[config.mk]
export PLATFORM = sky130hd
export DESIGN_NAME = pal_pwm_adc_loop
export DESIGN_NICKNAME = d
export VERILOG_FILES = /design/src/pal_pkg.sv /design/src/pal_pwm_adc_loop.sv
export SDC_FILE = /design/constraint.sdc
export NUM_CORES = 2
export LEC_CHECK = 0
export ABC_CLOCK_PERIOD_IN_PS = 8900
export BUFFER_PORTS_ARGS = -buffer_cell sky130_fd_sc_hd__buf_2
export CORE_MARGIN = 4
export CORE_UTILIZATION = 45
export DETAILED_ROUTE_END_ITERATION = 12
export MAX_ROUTING_LAYER = met4
export PLACE_DENSITY = 0.73
export SYNTH_ARGS = -nofsm -noshare
export SYNTH_HDL_FRONTEND = slang
export SYNTH_SLANG_ARGS = --single-unit
[constraint.sdc]
create_clock -name mclk -period 8.9 [get_ports mclk]
set_clock_uncertainty 0.1 [all_clocks]
set_input_delay 2.67 -clock mclk [delete_from_list [all_inputs] [get_ports mclk]]
set_output_delay 2.67 -clock mclk [all_outputs]
set_load 0.05 [all_outputs]
[src/pal_pkg.sv]
// Package for the symmetric PWM and converter trigger loop.
// Assumes one 50 MHz clock and an APB master with 32-bit data.
package pal_pkg;

    // ************************************************
    // Timing
    // ************************************************
    localparam int CLK_FREQ_KHZ = 50000;
    localparam int PWM_FREQ_KHZ = 250;
    // Whole switching period in clock cycles
    localparam int PWM_CYCLES   = CLK_FREQ_KHZ / PWM_FREQ_KHZ;
    localparam int CNT_W        = 16;
    // Up-down count peak: half the period
    localparam logic [CNT_W-1:0] PERIOD_RST = CNT_W'(PWM_CYCLES / 2);

    // ************************************************
    // Widths and fixed-point scaling
    // ************************************************
    localparam int ADC_W     = 12;
    localparam int AW        = 8;
    localparam int Q31_SHIFT = 31;
    localparam logic [47:0] Q31_ROUND = 48'h0000_7fff_ffff;

    // ************************************************
    // Register offsets (byte addresses)
    // ************************************************
    localparam logic [AW-1:0] OFS_CTRL   = 8'h00;
    localparam logic [AW-1:0] OFS_PERIOD = 8'h04;
    localparam logic [AW-1:0] OFS_CMP    = 8'h08;
    localparam logic [AW-1:0] OFS_CMPACT = 8'h0c;
    localparam logic [AW-1:0] OFS_DUTY   = 8'h10;
    localparam logic [AW-1:0] OFS_RESULT = 8'h14;
    localparam logic [AW-1:0] OFS_REF    = 8'h18;
    localparam logic [AW-1:0] OFS_ERROR  = 8'h1c;
    localparam logic [AW-1:0] OFS_STATUS = 8'h20;
    localparam logic [AW-1:0] OFS_MASK   = 8'h24;
    localparam logic [AW-1:0] OFS_COUNT  = 8'h28;

    // ************************************************
    // Fields and reset values
    // ************************************************
    localparam int CTRL_EN_BIT  = 0;
    localparam int ST_CONV_BIT  = 0;
    localparam int ST_PRD_BIT   = 1;
    localparam int STAT_W       = 2;
    localparam logic [CNT_W-1:0]  CMP_RST  = 16'h0000;
    localparam logic [ADC_W-1:0]  REF_RST  = 12'h000;
    localparam logic [STAT_W-1:0] MASK_RST = 2'h0;

    // ************************************************
    // Carriers
    // ************************************************
    typedef struct packed {
        logic          psel;
        logic          penable;
        logic          pwrite;
        logic [AW-1:0] paddr;
        logic [31:0]   pwdata;
    } pal_apb_req_type;

    typedef struct packed {
        logic [31:0] prdata;
        logic        pready;
        logic        pslverr;
    } pal_apb_rsp_type;

    typedef struct packed {
        logic             done;
        logic [ADC_W-1:0] data;
    } pal_adc_in_type;

endpackage

[src/pal_pwm_adc_loop.sv]
// Symmetric PWM generator with converter trigger and sample capture.
// Assumes one clock (mclk), an APB master, and a converter whose done
// and data pins are asynchronous, data stable before done rises.
//
// Local design decisions: the address map and register access over APB.

`timescale 1ns/100ps

module pal_pwm_adc_loop
    import pal_pkg::*;
#(
    parameter logic [CNT_W-1:0] PERIOD_DEF = PERIOD_RST
) (
    input  wire logic                     mclk,
    input  wire logic                     rstn,
    input  wire pal_pkg::pal_apb_req_type apb_req,
    output      pal_pkg::pal_apb_rsp_type apb_rsp,
    input  wire pal_pkg::pal_adc_in_type  adc_in,
    output      logic                     adc_start,
    output      logic                     switch_drive_output,
    output      logic                     irq
);

    import pal_pkg::*;

    // ************************************************
    // State
    // ************************************************
    typedef struct packed {
        logic             en;
        logic [CNT_W-1:0] period;
        logic [CNT_W-1:0] cmp_shadow;
        logic [CNT_W-1:0] cmp_active;
        logic [ADC_W-1:0] ref_val;
        logic [ADC_W-1:0] result;
        logic [ADC_W:0]   error;
        logic [STAT_W-1:0] status;
        logic [STAT_W-1:0] mask;
        logic [CNT_W-1:0] count;
        logic             down;
        logic             pwm;
        logic             start;
        logic             irq;
        logic             done_s1;
        logic             done_s2;
        logic             done_s3;
        logic [ADC_W-1:0] data_s1;
        logic [ADC_W-1:0] data_s2;
        pal_apb_rsp_type  rsp;
    } pal_state_type;

    pal_state_type state_reg;
    pal_state_type state_next;

    // ************************************************
    // Helpers
    // ************************************************

    // Q31 duty to compare count; period+1 so full scale is always on for periods 1 to 16'hfffe (at 16'hffff it wraps to 0)
    function automatic logic [CNT_W-1:0] duty_to_cmp(
        input logic [30:0]      duty,
        input logic [CNT_W-1:0] prd
    );
        logic [47:0] prod;
        prod = 48'(duty) * (48'(prd) + 48'h1) + Q31_ROUND;
        return prod[Q31_SHIFT +: CNT_W];
    endfunction

    // Zero-extend a narrow field onto the read bus
    function automatic logic [31:0] ext32(
        input logic [CNT_W-1:0] val
    );
        return {16'h0000, val};
    endfunction

    // ************************************************
    // Next-state logic
    // ************************************************
    always_comb begin
        logic             access;
        logic             wr;
        logic             rd;
        logic             hit;
        logic             at_peak;
        logic             at_valley;
        logic             done_edge;
        logic [STAT_W-1:0] events;
        logic [31:0]      rdata;

        access    = 1'b0;
        wr        = 1'b0;
        rd        = 1'b0;
        hit       = 1'b1;
        at_peak   = 1'b0;
        at_valley = 1'b0;
        done_edge = 1'b0;
        events    = '0;
        rdata     = 32'h0000_0000;

        state_next       = state_reg;
        state_next.start = 1'b0;
        state_next.rsp   = '0;

        // Two-stage sync; stage two feeds logic, plus a third done stage for the edge detect
        state_next.done_s1 = adc_in.done;
        state_next.done_s2 = state_reg.done_s1;
        state_next.done_s3 = state_reg.done_s2;
        state_next.data_s1 = adc_in.data;
        state_next.data_s2 = state_reg.data_s1;

        // ---------------- Period timer ----------------
        if (!state_reg.en) begin
            // Parked at the valley, output off
            state_next.count = '0;
            state_next.down  = 1'b0;
            state_next.pwm   = 1'b0;
        end else begin
            at_valley = (state_reg.count == '0);
            at_peak   = !at_valley && (state_reg.count >= state_reg.period);

            if (at_valley) begin
                state_next.down  = 1'b0;
                state_next.count = state_reg.count + 1'b1;
            end else if (at_peak) begin
                state_next.down  = 1'b1;
                state_next.count = state_reg.count - 1'b1;
            end else if (state_reg.down) begin
                state_next.count = state_reg.count - 1'b1;
            end else begin
                state_next.count = state_reg.count + 1'b1;
            end

            if (at_peak) begin
                state_next.cmp_active = state_reg.cmp_shadow;
                events[ST_PRD_BIT]    = 1'b1;
            end

            if (at_valley) begin
                state_next.start = 1'b1;
            end

            state_next.pwm = (state_next.count < state_next.cmp_active);
        end

        // ---------------- Converter capture ----------------
        // Rising edge of the synced done pin
        done_edge = state_reg.done_s2 && !state_reg.done_s3;

        if (done_edge) begin
            state_next.result = state_reg.data_s2;
            state_next.error  = {1'b0, state_reg.data_s2} - {1'b0, state_reg.ref_val};
            events[ST_CONV_BIT] = 1'b1;
        end

        // ---------------- APB slave ----------------
        // One wait state: pready comes from a flop
        access = apb_req.psel && apb_req.penable && !state_reg.rsp.pready;
        wr     = access && apb_req.pwrite;
        rd     = access && !apb_req.pwrite;

        // Register writes and read data select
        case (apb_req.paddr)
            OFS_CTRL: begin
                if (wr) begin
                    state_next.en = apb_req.pwdata[CTRL_EN_BIT];
                end
                rdata = {31'h0000_0000, state_reg.en};
            end
            OFS_PERIOD: begin
                if (wr) begin
                    state_next.period = apb_req.pwdata[CNT_W-1:0];
                end
                rdata = ext32(state_reg.period);
            end
            OFS_CMP: begin
                if (wr) begin
                    state_next.cmp_shadow = apb_req.pwdata[CNT_W-1:0];
                end
                rdata = ext32(state_reg.cmp_shadow);
            end
            OFS_CMPACT: begin
                rdata = ext32(state_reg.cmp_active);
            end
            OFS_DUTY: begin
                if (wr) begin
                    state_next.cmp_shadow = duty_to_cmp(apb_req.pwdata[30:0],
                                                        state_reg.period);
                end
                rdata = ext32(state_reg.cmp_shadow);
            end
            OFS_RESULT: begin
                rdata = {20'h0_0000, state_reg.result};
            end
            OFS_REF: begin
                if (wr) begin
                    state_next.ref_val = apb_req.pwdata[ADC_W-1:0];
                end
                rdata = {20'h0_0000, state_reg.ref_val};
            end
            OFS_ERROR: begin
                // Sign-extended two's complement
                rdata = {{19{state_reg.error[ADC_W]}}, state_reg.error};
            end
            OFS_STATUS: begin
                rdata = {30'h0000_0000, state_reg.status};
            end
            OFS_MASK: begin
                if (wr) begin
                    state_next.mask = apb_req.pwdata[STAT_W-1:0];
                end
                rdata = {30'h0000_0000, state_reg.mask};
            end
            OFS_COUNT: begin
                rdata = ext32(state_reg.count);
            end
            default: begin
                hit = 1'b0;
            end
        endcase

        // Sticky status: write one clears, a new event wins
        state_next.status = state_reg.status;
        if (wr && (apb_req.paddr == OFS_STATUS)) begin
            state_next.status = state_reg.status & ~apb_req.pwdata[STAT_W-1:0];
        end
        state_next.status = state_next.status | events;

        // Answer in the second access cycle
        if (access) begin
            state_next.rsp.pready  = 1'b1;
            state_next.rsp.pslverr = !hit;
            state_next.rsp.prdata  = (rd && hit) ? rdata : 32'h0000_0000;
        end

        state_next.irq = |(state_next.status & state_next.mask);
    end

    // ************************************************
    // State register
    // ************************************************
    always_ff @(posedge mclk or negedge rstn) begin
        if (!rstn) begin
            state_reg.en         <= 1'b0;
            state_reg.period     <= PERIOD_DEF;
            state_reg.cmp_shadow <= CMP_RST;
            state_reg.cmp_active <= CMP_RST;
            state_reg.ref_val    <= REF_RST;
            state_reg.result     <= '0;
            state_reg.error      <= '0;
            state_reg.status     <= '0;
            state_reg.mask       <= MASK_RST;
            state_reg.count      <= '0;
            state_reg.down       <= 1'b0;
            state_reg.pwm        <= 1'b0;
            state_reg.start      <= 1'b0;
            state_reg.irq        <= 1'b0;
            state_reg.done_s1    <= 1'b0;
            state_reg.done_s2    <= 1'b0;
            state_reg.done_s3    <= 1'b0;
            state_reg.data_s1    <= '0;
            state_reg.data_s2    <= '0;
            state_reg.rsp        <= '0;
        end else begin
            state_reg <= state_next;
        end
    end

    // ************************************************
    // Outputs, all straight from flops
    // ************************************************
    assign apb_rsp             = state_reg.rsp;
    assign adc_start           = state_reg.start;
    assign switch_drive_output = state_reg.pwm;
    assign irq                 = state_reg.irq;

endmodule // pal_pwm_adc_loop

==> flow_summary.yaml <==
outcome:
  status: "finished clean"
die:
  coreArea_um2: 55200
  std_cell_rows: 86
  dieArea_um2: 59600
  die_w_um: 244
  initial_utilization_pct: 45.5
  die_h_um: 244
  io_pins: 95
timing:
  period_minus_slack_ps: 8640
  slew_headroom_pct: 26.2
  max_freq_mhz: 116
  finalMaxSlewViolations: 0
  fin_ws_ps: 260
  timing.final.crit_share_pct: 97.1
  rsz0062_at_grt: "no"
  setup_viol: 0
  hold_viol_final: 0
  tightest_slew_ps: 1100
yosys:
  yosys_warnings: 0
  syn-cell-area_um2: 25100
  synthesis.instances: 2750
  ys_ff_latch: 156
  avgSynthCellArea_um2: 9.13
  synth_ff_type: "dfrtp_1"
  synth_edf_count: 0
  synthDistinctLibCells: 65
  synthArstFlopShare_pct: 100
  ys_seq_area_share_pct: 15.6
  syn-num-nets: 3423
final_layout:
  drive_above_1_share_pct: 11.4
  layout.nets: 3472
  fin_area_um2: 27400
  multi_input_area_um2: 18500
  fillers: 5032
  utilization_pct: 49.6
  area_growth_pct: 9.08
  largest_reg_flops: 120
  regArea_um2: 3910
  layout.cells.non_filler: 3568
setup_path:
  reg2regPathDepth: 30
  critical_path_class: "in -> reg"
  startpoint_type: "input port"
  cp.arrival_ps: 8840
  worstReg2RegEnd: "state_reg[150]$_DFFE_PN0P_"
  crit_path_end_kind: "flip-flop"
  timing.rr.start: "state_reg[156]$_DFFE_PN1P_"
  cp.required_ps: 9100
  path_max_fanout: 10
  r2r_setup_slack_ps: 510
clock_tree:
  root_buffer: "clkbuf_16"
  numCtsBuffers: 17
  cts_tree: "built"
  htree_levels: 4
  clkLatencyLatePin_ps: 430
  clk_pin_slew_ps: 70
  clk_path_buf_depth: 2
  cts_hold_buf: 0
  clock-sinks: 156
  cts_setup_buffers: 0
power_and_ir_drop:
  vdd_drop_max_mv: 0.118
  p_leak_uw: 0.0137
  powerDensity_nw_per_um2: 87.9
global_route:
  grt_pass1_vias: 19908
  grt_overflow_total: 0
  grt_usage_pct: 23.1
  antenna_found_initial: 8
  grt_max_degree: 91
  grt_first_pass_wirelength_mm: 107
place:
  place_ws_ps: -79.2
  gp_congestion: 0.944
  dp_cells: 3528
  numPortBuffers: 93
  dpl-instance-area_um2: 26700
  place_hpwl_mm: 51.6
job:
  cap_violations: 0
routing:
  route.detailed.drc: 0
  dr.pass1.iters: 8
  viasPerCell: 5.33
  vias: 19029
  antenna_left: 0
  first_iter_violations: 1552
  wirelength_mm: 64.6
  wl_per_cell_um: 18.1
min_path:
  worstHoldPathType: "reg -> reg"
  whs_path_depth: 0
  worstHoldEndpoint: "state_reg[42]$_DFF_PN0_"
  min_from: "state_next[42]$_DFF_PN0_"
==> power breakdown <==
group	internal (uW)	leakage [uW]	total [uW]	switching [uW]
Sequential	736	0.00205	759	22.9
Combinational	392	0.0114	919	527
Clock	406	0.000292	728	322
==> synth_stat cells, types with 5 or more instances <==
master | instances | share of area (%)
a31oi_1 | 22 | 0.55
or3_1 | 6 | 0.15
dfrtp_1 | 153 | 15
o21a_1 | 8 | 0.24
mux2_2 | 47 | 2.1
o211ai_1 | 5 | 0.15
a21o_1 | 13 | 0.39
xor2_1 | 20 | 0.70
nor2b_1 | 67 | 1.7
nand2b_1 | 44 | 1.1
and2_1 | 156 | 3.9
a211oi_1 | 11 | 0.33
mux2i_1 | 33 | 1.3
o21ai_0 | 54 | 1.1
ha_1 | 168 | 8.4
nand3_1 | 27 | 0.54
a22oi_1 | 30 | 0.90
inv_1 | 551 | 8.2
nor3_1 | 21 | 0.42
a222oi_1 | 11 | 0.44
and3_1 | 21 | 0.52
fa_1 | 447 | 36
clkbuf_1 | 136 | 2.0
nor2_1 | 54 | 0.81
buf_4 | 34 | 1.0
a21oi_1 | 66 | 1.3
nand4_1 | 17 | 0.42
xnor2_1 | 37 | 1.3
o31ai_1 | 5 | 0.15
nand2_1 | 411 | 6.1
nor4_1 | 8 | 0.20
==> layer usage <==
layer / share of wire, % / global-route usage, %
met1: 42 / 30.9
met2: 48 / 37.3
met3: 6.6 / 3.18
met4: 3.1 / 6.33
met5: 0 / -
==> worst max-delay path, cell delays in order <==
cell	delay [ps]
buf_2	360
buf_12	180
nand2_1	70
fa_1	540
fa_1	470
fa_1	540
inv_1	50
fa_1	520
fa_1	510
inv_1	50
fa_1	500
inv_1	50
ha_1	280
a21oi_1	200
o21ai_0	130
a211oi_1	360
a21oi_1	130
nor3_1	210
buf_4	180
o21ai_1	100
o31ai_1	280
mux2i_1	330
nand3_1	120
==> per-stage QoR <==
step	hold WS, ps	TNS, ps	total power (uW)
6_report	249	0	2410
5_1_grt	255	0	2580
4_1_cts	251	0	2410
3_5_place_dp	235	-185	1680
3_3_place_gp	233	-55.1	1660
2_1_floorplan	231	0	1330
==> cells by family after synthesis <==
family | Yosys count | synth area share [%]
xor+xnor | 57 | 1.99
flops | 156 | 15.6
buf+inv | 726 | 11.5
simple gates | 857 | 16.8
compound gates | 259 | 6.69
mux | 80 | 3.43
fa+ha+maj | 615 | 44.0
==> cell usage in the layout (no fill, tap or decap), types with 19 or more instances in the layout <==
master / instances
buf_4: 105
xnor2_1: 24
inv_1: 551
nor3_1: 19
mux2i_1: 33
xor2_1: 19
nor2_1: 54
nor2b_1: 67
nand2b_1: 44
mux2_2: 47
o21ai_0: 54
ha_1: 168
a22oi_1: 30
buf_2: 92
dfrtp_1: 153
nand3_1: 27
and3_1: 21
fa_1: 447
and2_1: 156
a21oi_1: 66
a31oi_1: 22
nand2_1: 411
==> timing repair <==
item                                    CTS  global route
endpoints found under the hold margin     0             0
gates resized for setup                   0             3
endpoints found under the setup margin    0             4
==> area by class of cell <==
type                    count  area share, %
inverters                 551           7.56
multi-input cells        1868           67.4
clock buffers              19           1.62
diodes                      8         0.0731
well taps                 748           3.42
repair buffers            205           5.11
flip-flops and latches    156           14.3
clock inverters            13          0.548
==> worst max-delay path by stage <==
stage           startpoint                         end  slack, ps  depth (start not counted)
4_1_cts        apb_req[11]  state_reg[151]$_DFFE_PN0P_        360                         23
3_3_place_gp   apb_req[11]  state_reg[145]$_DFFE_PN0P_        -40                         21
3_5_place_dp   apb_req[11]  state_reg[145]$_DFFE_PN0P_        -80                         21
2_1_floorplan  apb_req[14]  state_reg[145]$_DFFE_PN0P_        270                         22
5_1_grt        apb_req[12]  state_reg[150]$_DFFE_PN0P_         50                         25
6_report       apb_req[11]  state_reg[151]$_DFFE_PN0P_        260                         23
Power figures use the tool's default switching activity.
